**src/hdl/pwmtb_map.svh**
```systemverilog
// register offsets, field positions and timing constants of the pwm trigger/blanking block
// assumes a wishbone slave with byte addresses and 32-bit data
`ifndef PWMTB_MAP_SVH
`define PWMTB_MAP_SVH
`define PWMTB_IRQ_DISABLE_OFF   12'h014
`define PWMTB_IRQ_ENABLE_OFF    12'h010
`define PWMTB_IRQ_MASK_OFF      12'h018
`define PWMTB_PROTECT_OFF       12'h0E4
`define PWMTB_IRQ_STATUS_OFF    12'h020
`define PWMTB_IRQ_SMASK_OFF     12'h024
`define PWMTB_PRESCALE_OFF      12'h028
`define PWMTB_ETRG1_OFF         12'h06C
`define PWMTB_ETRG2_OFF         12'h07C
`define PWMTB_BLANK1_OFF        12'h070
`define PWMTB_BLANK2_OFF        12'h080
`define PWMTB_PERIOD_UPD_OFF    12'h210
`define PWMTB_PERIOD_STRIDE     12'h020
`define PWMTB_PERIOD_ACT_OFF    12'h20C
`define PWMTB_CH_COUNT          4
`define PWMTB_FAULT_DIS_POS     16
`define PWMTB_IRQ_FIELDS        32'h000F000F
`define PWMTB_PERIOD_WIDTH      16
`define PWMTB_PERIOD_RESET      16'hFFFF
`define PWMTB_TRGSEL_POS        0
`define PWMTB_TRIGGER_FILTER_ENABLE_POS       1
`define PWMTB_LFEN_POS          16
`define PWMTB_LREN_POS          17
`define PWMTB_HFEN_POS          18
`define PWMTB_HREN_POS          19
`define PWMTB_DELAY_WIDTH       7
`define PWMTB_FILTER_CYCLES     3
`define PWMTB_PRESCALE_MAX      4'hA
`define PWMTB_PROT_SW1_POS      1
`define PWMTB_PROT_SW3_POS      3
`define PWMTB_PROT_HW1_POS      9
`define PWMTB_PROT_HW3_POS      11
`endif

```
**src/hdl/pwmtb_pkg.sv**
```systemverilog
// types shared by the pwm trigger/blanking block
// assumes pwmtb_map.svh for numeric constants
package pwmtb_pkg;
  typedef logic [15:0] pwmtb_period_t;
  typedef logic [6:0]  pwmtb_delay_t;
  typedef enum logic [1:0] {PWMTB_IDLE, PWMTB_ACK} pwmtb_bus_state_t;
endpackage

```
**src/hdl/pwmtb_trig_if.sv**
```systemverilog
// carrier between the top and one trigger conditioning channel
// assumes one clock domain
`timescale 1ns/100ps
interface pwmtb_trig_if;
  logic                  raw_trigger;
  logic                  source_select;
  logic                  filter_enable;
  logic [3:0]            blank_enables;
  pwmtb_pkg::pwmtb_delay_t blank_delay;
  logic                  high_out;
  logic                  low_out;
  logic                  comparator;
  logic                  trigger_event;
  logic                  blanking;
  modport top (output raw_trigger, source_select, filter_enable, blank_enables, blank_delay,
               high_out, low_out, comparator, input trigger_event, blanking);
  modport chan (input raw_trigger, source_select, filter_enable, blank_enables, blank_delay,
                high_out, low_out, comparator, output trigger_event, blanking);
endinterface

```
**src/hdl/pwmtb_trig_chan.sv**
```systemverilog
// one external trigger channel: select, filter, leading-edge blanking, edge detect
// assumes raw_trigger already passed a two-flop synchroniser
`timescale 1ns/100ps
`include "pwmtb_map.svh"
module pwmtb_trig_chan (
  input wire logic    clk,
  input wire logic    rst_n,
  pwmtb_trig_if.chan  tif
);
  logic       selected;
  logic [1:0] filt_cnt;
  logic       filtered;
  logic       used;
  logic       used_d;
  logic       high_d;
  logic       low_d;
  logic       blank_start;
  logic       blank_armed;
  pwmtb_pkg::pwmtb_delay_t blank_cnt;

  assign selected = tif.source_select ? tif.comparator : tif.raw_trigger;

  // level must stay stable for a few cycles before it is passed on
  always_ff @(posedge clk or negedge rst_n) begin
    if (!rst_n) begin
      filt_cnt <= 2'h0;
      filtered <= 1'b0;
    end else if (selected == filtered) begin
      filt_cnt <= 2'h0;
    end else if (filt_cnt == 2'(`PWMTB_FILTER_CYCLES - 1)) begin
      filt_cnt <= 2'h0;
      filtered <= selected;
    end else begin
      filt_cnt <= filt_cnt + 2'h1;
    end
  end

  assign used = tif.filter_enable ? filtered : selected;

  // blank_enables: {high rise, high fall, low rise, low fall}
  assign blank_start = (tif.blank_enables[3] & tif.high_out & ~high_d)
                     | (tif.blank_enables[2] & ~tif.high_out & high_d)
                     | (tif.blank_enables[1] & tif.low_out & ~low_d)
                     | (tif.blank_enables[0] & ~tif.low_out & low_d);

  always_ff @(posedge clk or negedge rst_n) begin
    if (!rst_n) begin
      high_d <= 1'b0;
      low_d  <= 1'b0;
      used_d <= 1'b0;
    end else begin
      high_d <= tif.high_out;
      low_d  <= tif.low_out;
      used_d <= used;
    end
  end

  // the edge cycle is the first blanked cycle, so blanking lasts blank_delay cycles
  // and a delay of zero blanks nothing
  assign blank_armed = blank_start & (tif.blank_delay != 7'h00);

  always_ff @(posedge clk or negedge rst_n) begin
    if (!rst_n) begin
      blank_cnt <= 7'h00;
    end else if (blank_armed) begin
      blank_cnt <= tif.blank_delay - 7'h01;
    end else if (blank_cnt != 7'h00) begin
      blank_cnt <= blank_cnt - 7'h01;
    end
  end

  assign tif.blanking      = blank_armed | (blank_cnt != 7'h00);
  assign tif.trigger_event = used & ~used_d & ~tif.blanking;
endmodule

```
**src/hdl/pwmtb_top.sv**
```systemverilog
// pwm external trigger, blanking, interrupt-disable and period update registers
// assumes a classic wishbone master on clk; trigger pins are asynchronous
//
// The Wishbone interface to the registers was left to the implementer.
`timescale 1ns/100ps
`include "pwmtb_map.svh"
module pwmtb_top (
  input  wire logic        clk,
  input  wire logic        rst_n,
  input  wire logic        wb_cyc_i,
  input  wire logic        wb_stb_i,
  input  wire logic        wb_we_i,
  input  wire logic [11:0] wb_adr_i,
  input  wire logic [3:0]  wb_sel_i,
  input  wire logic [31:0] wb_dat_i,
  output logic      [31:0] wb_dat_o,
  output logic             wb_ack_o,
  input  wire logic [1:0]  ext_trigger_input,
  input  wire logic        comparator_out,
  input  wire logic        hw_protect_group_one,
  input  wire logic        hw_protect_group_three,
  input  wire logic [3:0]  counter_event,
  input  wire logic [3:0]  fault_event,
  output logic      [1:0]  high_side_output,
  output logic      [1:0]  low_side_output,
  output logic      [1:0]  trigger_event,
  output logic             irq
);
  localparam int CH = `PWMTB_CH_COUNT;

  logic [1:0]  trig_s1;
  logic [1:0]  trig_s2;
  logic [1:0]  hwp_s1;
  logic [1:0]  hwp_s2;
  logic        sw_protect_group_one;
  logic        sw_protect_group_three;
  logic [31:0] irq_mask;
  logic [31:0] irq_status;
  logic [31:0] irq_event;
  logic [3:0]  prescaler_select;
  logic [1:0]  trigger_source_select;
  logic [1:0]  trigger_filter_enable;
  logic [3:0]  blank_en [2];
  pwmtb_pkg::pwmtb_delay_t blanking_delay [2];
  pwmtb_pkg::pwmtb_period_t period_update_value [CH];
  pwmtb_pkg::pwmtb_period_t active_period_value [CH];
  logic [CH-1:0] update_pending;
  pwmtb_pkg::pwmtb_period_t counter [CH];
  logic [CH-1:0] period_end;
  logic [9:0]  prescale_cnt;
  logic        prescale_tick;
  logic [9:0]  prescale_mask;
  logic        wr;
  logic        rd;
  logic [31:0] wdata;
  logic [31:0] next_dat;
  logic [1:0]  trig_evt;
  pwmtb_pkg::pwmtb_bus_state_t bus_state;

  function automatic logic [31:0] lane_mask(input logic [3:0] sel);
    lane_mask = {{8{sel[3]}}, {8{sel[2]}}, {8{sel[1]}}, {8{sel[0]}}};
  endfunction

  // period register channel index, or CH when not a period address
  function automatic logic [2:0] period_index(input logic [11:0] adr);
    period_index = 3'(CH);
    for (int i = 0; i < CH; i++) begin
      if (adr == 12'(`PWMTB_PERIOD_UPD_OFF + i * `PWMTB_PERIOD_STRIDE)) begin
        period_index = 3'(i);
      end
    end
  endfunction

  function automatic logic is_active_period(input logic [11:0] adr, input int i);
    is_active_period = adr == 12'(`PWMTB_PERIOD_ACT_OFF + i * `PWMTB_PERIOD_STRIDE);
  endfunction

  // a protection group allows writes only while its software and hardware bits are clear
  function automatic logic prot_clear(input logic sw, input logic hw);
    prot_clear = !sw && !hw;
  endfunction

  // wishbone: ack one cycle after strobe, dropped the cycle after
  // writes land on the request edge; while ack stands the state is no longer idle,
  // so the strobe that is still present is not taken a second time
  always_ff @(posedge clk or negedge rst_n) begin
    if (!rst_n) begin
      bus_state <= pwmtb_pkg::PWMTB_IDLE;
    end else begin
      case (bus_state)
        pwmtb_pkg::PWMTB_IDLE: begin
          if (wb_cyc_i && wb_stb_i) begin
            bus_state <= pwmtb_pkg::PWMTB_ACK;
          end
        end
        pwmtb_pkg::PWMTB_ACK: bus_state <= pwmtb_pkg::PWMTB_IDLE;
        default:               bus_state <= pwmtb_pkg::PWMTB_IDLE;
      endcase
    end
  end

  assign wb_ack_o = bus_state == pwmtb_pkg::PWMTB_ACK;
  assign wr       = wb_cyc_i && wb_stb_i && wb_we_i && bus_state == pwmtb_pkg::PWMTB_IDLE;
  assign rd       = wb_cyc_i && wb_stb_i && !wb_we_i && bus_state == pwmtb_pkg::PWMTB_IDLE;
  assign wdata    = wb_dat_i & lane_mask(wb_sel_i);

  // pins from outside pass two flops
  // the hardware protection levels come from outside too and are synced the same way
  always_ff @(posedge clk or negedge rst_n) begin
    if (!rst_n) begin
      trig_s1 <= 2'h0;
      trig_s2 <= 2'h0;
      hwp_s1  <= 2'h0;
      hwp_s2  <= 2'h0;
    end else begin
      trig_s1 <= ext_trigger_input;
      trig_s2 <= trig_s1;
      hwp_s1  <= {hw_protect_group_three, hw_protect_group_one};
      hwp_s2  <= hwp_s1;
    end
  end

  // software protection bits, group 1 and 3
  always_ff @(posedge clk or negedge rst_n) begin
    if (!rst_n) begin
      sw_protect_group_one   <= 1'b0;
      sw_protect_group_three <= 1'b0;
    end else if (wr && wb_adr_i == `PWMTB_PROTECT_OFF && wb_sel_i[0]) begin
      sw_protect_group_one   <= wb_dat_i[`PWMTB_PROT_SW1_POS];
      sw_protect_group_three <= wb_dat_i[`PWMTB_PROT_SW3_POS];
    end
  end

  // channel interrupt enable mask; disable register clears, enable register sets
  // only the four counter and four fault positions are ever stored
  always_ff @(posedge clk or negedge rst_n) begin
    if (!rst_n) begin
      irq_mask <= 32'h00000000;
    end else if (wr && prot_clear(sw_protect_group_one, hwp_s2[0])) begin
      if (wb_adr_i == `PWMTB_IRQ_DISABLE_OFF) begin
        irq_mask <= irq_mask & ~(wdata & `PWMTB_IRQ_FIELDS);
      end else if (wb_adr_i == `PWMTB_IRQ_ENABLE_OFF) begin
        irq_mask <= irq_mask | (wdata & `PWMTB_IRQ_FIELDS);
      end
    end
  end

  // sticky status; set wins over write-one-to-clear
  assign irq_event = {12'h000, fault_event, 12'h000, counter_event};
  always_ff @(posedge clk or negedge rst_n) begin
    if (!rst_n) begin
      irq_status <= 32'h00000000;
    end else if (wr && wb_adr_i == `PWMTB_IRQ_STATUS_OFF) begin
      irq_status <= (irq_status & ~wdata) | irq_event;
    end else begin
      irq_status <= irq_status | irq_event;
    end
  end

  // registered so the level line cannot glitch while status and mask change
  always_ff @(posedge clk or negedge rst_n) begin
    if (!rst_n) begin
      irq <= 1'b0;
    end else begin
      irq <= |(irq_status & irq_mask);
    end
  end

  // trigger and blanking configuration, channels 1 and 2 only, and the prescaler select
  // these registers are not write protected and take all byte lanes
  always_ff @(posedge clk or negedge rst_n) begin
    if (!rst_n) begin
      trigger_source_select <= 2'h0;
      trigger_filter_enable <= 2'h0;
      blank_en[0]           <= 4'h0;
      blank_en[1]           <= 4'h0;
      blanking_delay[0]     <= 7'h00;
      blanking_delay[1]     <= 7'h00;
      prescaler_select      <= 4'h0;
    end else if (wr) begin
      case (wb_adr_i)
        `PWMTB_ETRG1_OFF: begin
          trigger_source_select[0] <= wb_dat_i[`PWMTB_TRGSEL_POS];
          trigger_filter_enable[0] <= wb_dat_i[`PWMTB_TRIGGER_FILTER_ENABLE_POS];
        end
        `PWMTB_ETRG2_OFF: begin
          trigger_source_select[1] <= wb_dat_i[`PWMTB_TRGSEL_POS];
          trigger_filter_enable[1] <= wb_dat_i[`PWMTB_TRIGGER_FILTER_ENABLE_POS];
        end
        `PWMTB_BLANK1_OFF: begin
          blanking_delay[0] <= wb_dat_i[`PWMTB_DELAY_WIDTH-1:0];
          blank_en[0]       <= wb_dat_i[`PWMTB_HREN_POS:`PWMTB_LFEN_POS];
        end
        `PWMTB_BLANK2_OFF: begin
          blanking_delay[1] <= wb_dat_i[`PWMTB_DELAY_WIDTH-1:0];
          blank_en[1]       <= wb_dat_i[`PWMTB_HREN_POS:`PWMTB_LFEN_POS];
        end
        `PWMTB_PRESCALE_OFF: begin
          if (wb_dat_i[3:0] <= `PWMTB_PRESCALE_MAX) begin
            prescaler_select <= wb_dat_i[3:0];
          end
        end
        default: ;
      endcase
    end
  end

  // prescaler: tick every 2^prescaler_select clocks
  always_ff @(posedge clk or negedge rst_n) begin
    if (!rst_n) begin
      prescale_cnt <= 10'h000;
    end else begin
      prescale_cnt <= prescale_cnt + 10'h001;
    end
  end
  // tick when the low prescaler_select bits of the free counter are all high
  // a select of zero therefore ticks on every clock
  always_comb begin
    prescale_mask = 10'h000;
    for (int i = 0; i < 10; i++) begin
      if (4'(i) < prescaler_select) begin
        prescale_mask[i] = 1'b1;
      end
    end
  end
  assign prescale_tick = (prescale_cnt & prescale_mask) == prescale_mask;

  genvar g;
  generate
    for (g = 0; g < CH; g++) begin : g_ch
      // the counter wraps after active_period_value ticks
      assign period_end[g] = prescale_tick && counter[g] >= active_period_value[g] - 16'h0001;

      always_ff @(posedge clk or negedge rst_n) begin
        if (!rst_n) begin
          counter[g] <= 16'h0000;
        end else if (period_end[g]) begin
          counter[g] <= 16'h0000;
        end else if (prescale_tick) begin
          counter[g] <= counter[g] + 16'h0001;
        end
      end

      always_ff @(posedge clk or negedge rst_n) begin
        if (!rst_n) begin
          period_update_value[g] <= `PWMTB_PERIOD_RESET;
          update_pending[g]      <= 1'b0;
        end else if (wr && period_index(wb_adr_i) == 3'(g)
                     && prot_clear(sw_protect_group_three, hwp_s2[1])) begin
          // a write on the period end edge stays pending for the next period
          period_update_value[g] <= wdata[`PWMTB_PERIOD_WIDTH-1:0];
          update_pending[g]      <= 1'b1;
        end else if (period_end[g]) begin
          update_pending[g] <= 1'b0;
        end
      end

      always_ff @(posedge clk or negedge rst_n) begin
        if (!rst_n) begin
          active_period_value[g] <= `PWMTB_PERIOD_RESET;
        // copied only at period end so the running period is never cut short
        end else if (period_end[g] && update_pending[g]) begin
          active_period_value[g] <= period_update_value[g];
        end
      end
    end

    for (g = 0; g < 2; g++) begin : g_trig
      pwmtb_trig_if tif ();
      assign tif.raw_trigger   = trig_s2[g];
      assign tif.source_select = trigger_source_select[g];
      assign tif.filter_enable = trigger_filter_enable[g];
      assign tif.blank_enables = blank_en[g];
      assign tif.blank_delay   = blanking_delay[g];
      assign tif.high_out      = high_side_output[g];
      assign tif.low_out       = low_side_output[g];
      assign tif.comparator    = comparator_out;
      assign trig_evt[g]       = tif.trigger_event;
      // channel index g+1 carries the trigger path
      pwmtb_trig_chan u_chan (
        .clk   (clk),
        .rst_n (rst_n),
        .tif   (tif)
      );
    end
  endgenerate

  // simple left-aligned outputs for channels 1 and 2, half period duty
  // the low side is the plain complement of the high side, with no dead time
  always_ff @(posedge clk or negedge rst_n) begin
    if (!rst_n) begin
      high_side_output <= 2'h0;
      low_side_output  <= 2'h0;
      trigger_event    <= 2'h0;
    end else begin
      for (int i = 0; i < 2; i++) begin
        high_side_output[i] <= counter[i+1] < (active_period_value[i+1] >> 1);
        low_side_output[i]  <= !(counter[i+1] < (active_period_value[i+1] >> 1));
      end
      trigger_event <= trig_evt;
    end
  end

  // read mux; write-only registers read as zero
  // the hardware protection bits read back as their synchronised level
  always_comb begin
    next_dat = 32'h00000000;
    case (wb_adr_i)
      `PWMTB_IRQ_MASK_OFF:   next_dat = irq_mask;
      `PWMTB_IRQ_STATUS_OFF: next_dat = irq_status;
      `PWMTB_PROTECT_OFF:    next_dat = {20'h00000, hwp_s2[1], 1'b0, hwp_s2[0], 5'h00,
                                         sw_protect_group_three, 1'b0, sw_protect_group_one,
                                         1'b0};
      `PWMTB_PRESCALE_OFF:   next_dat = {28'h0000000, prescaler_select};
      default: begin
        for (int i = 0; i < CH; i++) begin
          if (is_active_period(wb_adr_i, i)) begin
            next_dat = {16'h0000, active_period_value[i]};
          end
        end
      end
    endcase
  end

  // read data is taken on the request edge and stands until the next read
  always_ff @(posedge clk or negedge rst_n) begin
    if (!rst_n) begin
      wb_dat_o <= 32'h00000000;
    end else if (rd) begin
      wb_dat_o <= next_dat;
    end
  end
endmodule

```
**config.mk**
```make
export PLATFORM = sky130hd
export DESIGN_NAME = pwmtb_top
export DESIGN_NICKNAME = d
export VERILOG_FILES = /design/src/hdl/pwmtb_pkg.sv /design/src/hdl/pwmtb_trig_if.sv /design/src/hdl/pwmtb_trig_chan.sv /design/src/hdl/pwmtb_top.sv
export VERILOG_INCLUDE_DIRS = /design/src /design/src/hdl
export SDC_FILE = /design/constraint.sdc
export NUM_CORES = 1
export LEC_CHECK = 0
export BUFFER_PORTS_ARGS = -buffer_cell sky130_fd_sc_hd__buf_2
export CORE_ASPECT_RATIO = 1.25
export CORE_MARGIN = 3
export CORE_UTILIZATION = 34
export DETAILED_ROUTE_END_ITERATION = 10
export GPL_TIMING_DRIVEN = 0
export RECOVER_POWER = 25
export SLEW_MARGIN = 20
export SYNTH_ARGS = -nofsm -noshare
export SYNTH_HDL_FRONTEND = slang
export SYNTH_SLANG_ARGS = --single-unit
export TNS_END_PERCENT = 1
```
**constraint.sdc**
```tcl
create_clock -name clk -period 7.5 [get_ports clk]
set_input_delay 0.75 -clock clk [delete_from_list [all_inputs] [get_ports clk]]
set_output_delay 0.75 -clock clk [all_outputs]
set_load 0.02 [all_outputs]
```
==> metrics.md <==
| Metric | Value |
|---|---|
| Result of the run | `finished, violations left` |
| Violations in the final reports | `capacitance limit, slew limit` |
| Share of synthesized area occupied by flip-flops and latches | `between 40 and 50%` |
| Total global-route track usage | `between 10% and 20%` |
| Met3 routing resource usage after global routing | `roughly 2.3%` |
| Setup clock skew after layout | `roughly 0.015 ns` |
| Setup repair bufs after CTS | `0` |
| Per-cell via count in the routed design | `roughly 5.3` |
| Fill cells | `~5300` |
| Worst slack after detailed placement | `3.30 ns` |
| Leakage power | `between 9 and 10 nW` |
| Leading cell types by count after synthesis | `nand2_1 (239), dfrtp_1 (224), o21ai_0 (156)` |
| Post-route DRC | `0` |
| H-tree depth | `2` |
| Largest stage delay, worst path | `0.68 ns` |
| Type of the setup path with the least slack | `flip-flop to flip-flop` |
| Peak Freq | `0.239 GHz` |
| Fraction of layout cells with a size suffix above 1 | `between 20% and 30%` |
| Area leader, netlist | `dfrtp_1` |
| Stages on worst setup path | `15` |
| Netlist area before placement | `approximately 0.019 mm2` |
| Worst hold path type | `input pin to flip-flop` |
| Setup violations, final | `0` |
| Gate count of the mapped netlist | `between 1500 and 2000` |
| Unique cell type count in the Yosys netlist | `72` |
| Minimum setup slack in the final design | `around 3.3 ns` |
| Sink count of the clock tree | `about 350` |
| Count leader, synth | `nand2_1` |
| Cts-stage hold buffer count | `0` |
| Hold Path Stages | `1` |
| Flops & latches, synth | `~350` |
| CTS tree | `yes` |
| Pin slew with the least headroom to its limit | `roughly 2.5 ns` |
| Die width | `217 um` |
| Half-perimeter wire length after placement | `~39000 um` |
| Effective utilization at floorplan | `about a third` |
| Core ar. | `~0.054 mm2` |
| FF+latch area | `about 0.009 mm2` |
| Net switching power of the design | `about 0.0014 W` |
| Critical path cell sequence | `nor3_1, nand2_1, nor4_1, nand2_1, nor3_1, xnor2_1, ha_1, nand4_1, nor2_1, o2111ai_1, o211ai_1, and3_4, buf_8, buf_12, mux2_4` |
| Final-stage net count | `around 2200` |
| Commonest register cell after synthesis | `dfrtp_1` |
| Synthesized area divided by synthesized cell count | `between 10 and 15 um2` |
| Number of flops mapped to enable cells by yosys | `0` |
| I/O pins | `106` |
| Depth of the worst register-to-register path | `15` |
| Clock root cell | `clkbuf_16` |
| Beginning of the critical path | `active_period_value[33]$_DFFE_PN1P_` |
| Buffers added on ports | `between 100 and 150` |
| Design area | `around 0.022 mm2` |
| Reg-to-reg slack, setup | `between 3 and 4 ns` |
| Count of final max-slew check failures | `37` |
| Switching share of power | `slightly below 30%` |
| Die Y-Extent | `between 200 and 300 um` |
| Type of element launching the critical path | `flip-flop` |
| Maximum resistive drop on vdd | `between 0.00015 and 0.0002 V` |
| Post-route clock period utilization | `between 50 and 60%` |
| Final period demand of the worst path | `between 4 and 5 ns` |
| Quantity of gates resized following cts | `0` |
| Reg-to-reg startpoint | `active_period_value[33]$_DFFE_PN1P_` |
| Int Pwr | `roughly 0.0035 W` |
| Cell type group with the largest total delay on the critical path | `simple AND/OR/NAND/NOR gates` |
| Top cells by area, synth | `dfrtp_1 (30%), dfstp_2 (18%), ha_1 (6.8%)` |
| Worst-path clk slew | `0.07 ns` |
| Fraction of power consumed by the clock network | `38.5%` |
| Worst slew slack as a fraction of its limit | `-65.0%` |
| Setup repair after global routing missed its margin | `no` |
| Via count of the first global-routing pass | `~15000` |
| P per Cell Area | `226 mW/mm2` |
| Area of combinational cells with multiple inputs | `roughly 0.0092 mm2` |
| Sequential power share | `between 40% and 50%` |
| Buffering stage count on the worst path with inverters included | `2` |
| Buffer depth of the longest clock path | `3` |
| Final Core Density | `39.8%` |
| Hold Vio Cnt, Final | `0` |
| Crit-path slowest cell | `o211ai_1` |
| Portion of synthesized cell area occupied by the leading cell type | `29.7%` |
| Total congestion overflow after global routing | `0` |
| Worst-Skew Late Latency | `about 0.57 ns` |
| Start point of the worst hold path | `hw_protect_group_one` |
| GRT Max-Usage Layer | `met2` |
| Crit path capture type | `flip-flop` |
| Wire length of the first global-routing pass | `82800 um` |
| FFs w/ async S/R, synth | `100%` |
| Number of maximum-capacitance violations | `1` |
| Post-Syn Nets | `approximately 2000` |
| Largest fanout on the critical path | `10` |
| Relative contribution of combinational cells to total power | `~15%` |
| Post-placement cell area | `0.0204 mm2` |
| Remaining antenna violation count after routing | `0` |
| RD Place Congestion | `~0.90` |
| Initial DRT Pass Iterations | `5` |
| Final wirelength | `53100 um` |
| # rows | `between 90 and 100` |
| Total via count after detailed routing | `approximately 15000` |
| Global-route track usage on met2 | `a little under 30%` |
| Met1 routing resource usage after global routing | `around a quarter` |
| Number of clock buffers inserted by TritonCTS | `38` |
| Routed len/inst | `approximately 19 um` |
| Maximum number of pins on one net before global-route repair | `92` |
| Synthesis warning total | `0` |
| Die Area | `0.0583 mm2` |
| Required time at the endpoint of the critical path | `approximately 8 ns` |
| Worst EP arrival | `between 4 and 5 ns` |
| Antenna violations before repair | `1` |
| Layout overhead on the synthesized area | `14.8%` |
| First-iteration detailed-routing DRC count | `roughly 1000` |
==> placed cells by master (no fill, tap or decap), types with 14 or more instances in the layout <==
cell,instances
a21o_1,14
o22ai_1,20
dfstp_2,128
nor3_1,39
xor2_1,21
xnor2_1,55
a22oi_1,29
a21oi_1,63
dfrtp_1,224
nand4_1,22
nor2b_1,30
clkbuf_1,55
and3_1,19
o21ai_0,156
buf_2,116
mux2_2,67
nor4_1,31
inv_1,55
clkbuf_16,40
ha_1,103
o21a_1,22
a22o_1,43
mux2_4,40
nand2_1,239
nor2_1,122
nand3_1,73
==> kinds of logic (layout without fill, tap and decap cells) <==
family          after synthesis  count (layout)  share of synthesized area, %
mux                         114             114                          7.56
xor+xnor                     76              76                          3.53
other cells                   0               2                             0
flops                       352             352                          47.6
simple gates                644             644                          16.6
compound gates              428             428                          14.5
buf+inv                     133             309                          3.43
fa+ha+maj                   103             103                          6.83
==> power groups by stage <==
stage,sequential [W],combinational (W),clock [W]
global placement,0.00231,0.000692,0
floorplan,0.00225,0.000498,0
finish,0.00229,0.000721,0.00189
detailed placement,0.00232,0.000726,0
CTS,0.00229,0.000730,0.00193
global route,0.00232,0.000828,0.00201
==> through the flow <==
stage                     std cells  setup TNS, ns  hold slack (ns)  power (W)
after floorplan                1850              0            0.331    0.00275
after global placement         2679        -231.60            0.333    0.00300
after detailed placement       2683              0            0.336    0.00304
after CTS                      2753              0           0.0576    0.00495
after global routing           2753              0            0.278    0.00515
final                          2755              0            0.297    0.00490
==> final cells by class <==
class / count / area share [%]
tap: 727 / 4.20
clock buffer: 55 / 5.26
multi-input combinational: 1365 / 42.7
clock inverter: 15 / 0.509
inverter: 55 / 0.954
buffer: 78 / 2.04
antenna: 2 / 0.0231
timing repair buffer: 106 / 2.86
sequential: 352 / 41.4
==> path summary, 6_finish.rpt <==
check / end
worst max-delay path: active_period_value[39]$_DFFE_PN1P_
worst max register to register: active_period_value[39]$_DFFE_PN1P_
min in group asynchronous: g_trig[0].u_chan.blank_cnt[2]$_DFFE_PN0N_
worst min register to register: trig_s2[1]$_DFF_PN0_
max in group asynchronous: wb_dat_o[7]$_DFFE_PN0P_
worst min-delay path: hwp_s1[0]$_DFF_PN0_
==> registers in the layout, summed over array words and instances (netlist names), 4 cells and up, named ones only <==
signal                    flops
wb_dat_o                     32
prescale_cnt                 10
prescaler_select              4
counter                      64
g_trig.tif.blank_enables      8
g_trig.u_chan.blank_cnt      14
irq_status                   32
active_period_value          64
period_update_value          64
g_trig.u_chan.filt_cnt        4
g_trig.tif.blank_delay       14
update_pending                4
==> metal layers <==
metal	part of all wire (%)	up-vias
met2	48	375
met4	4.1	0
met3	4.7	104
li1	-	6926
met5	0	-
met1	44	7189
(Power assumes the default switching activity.)
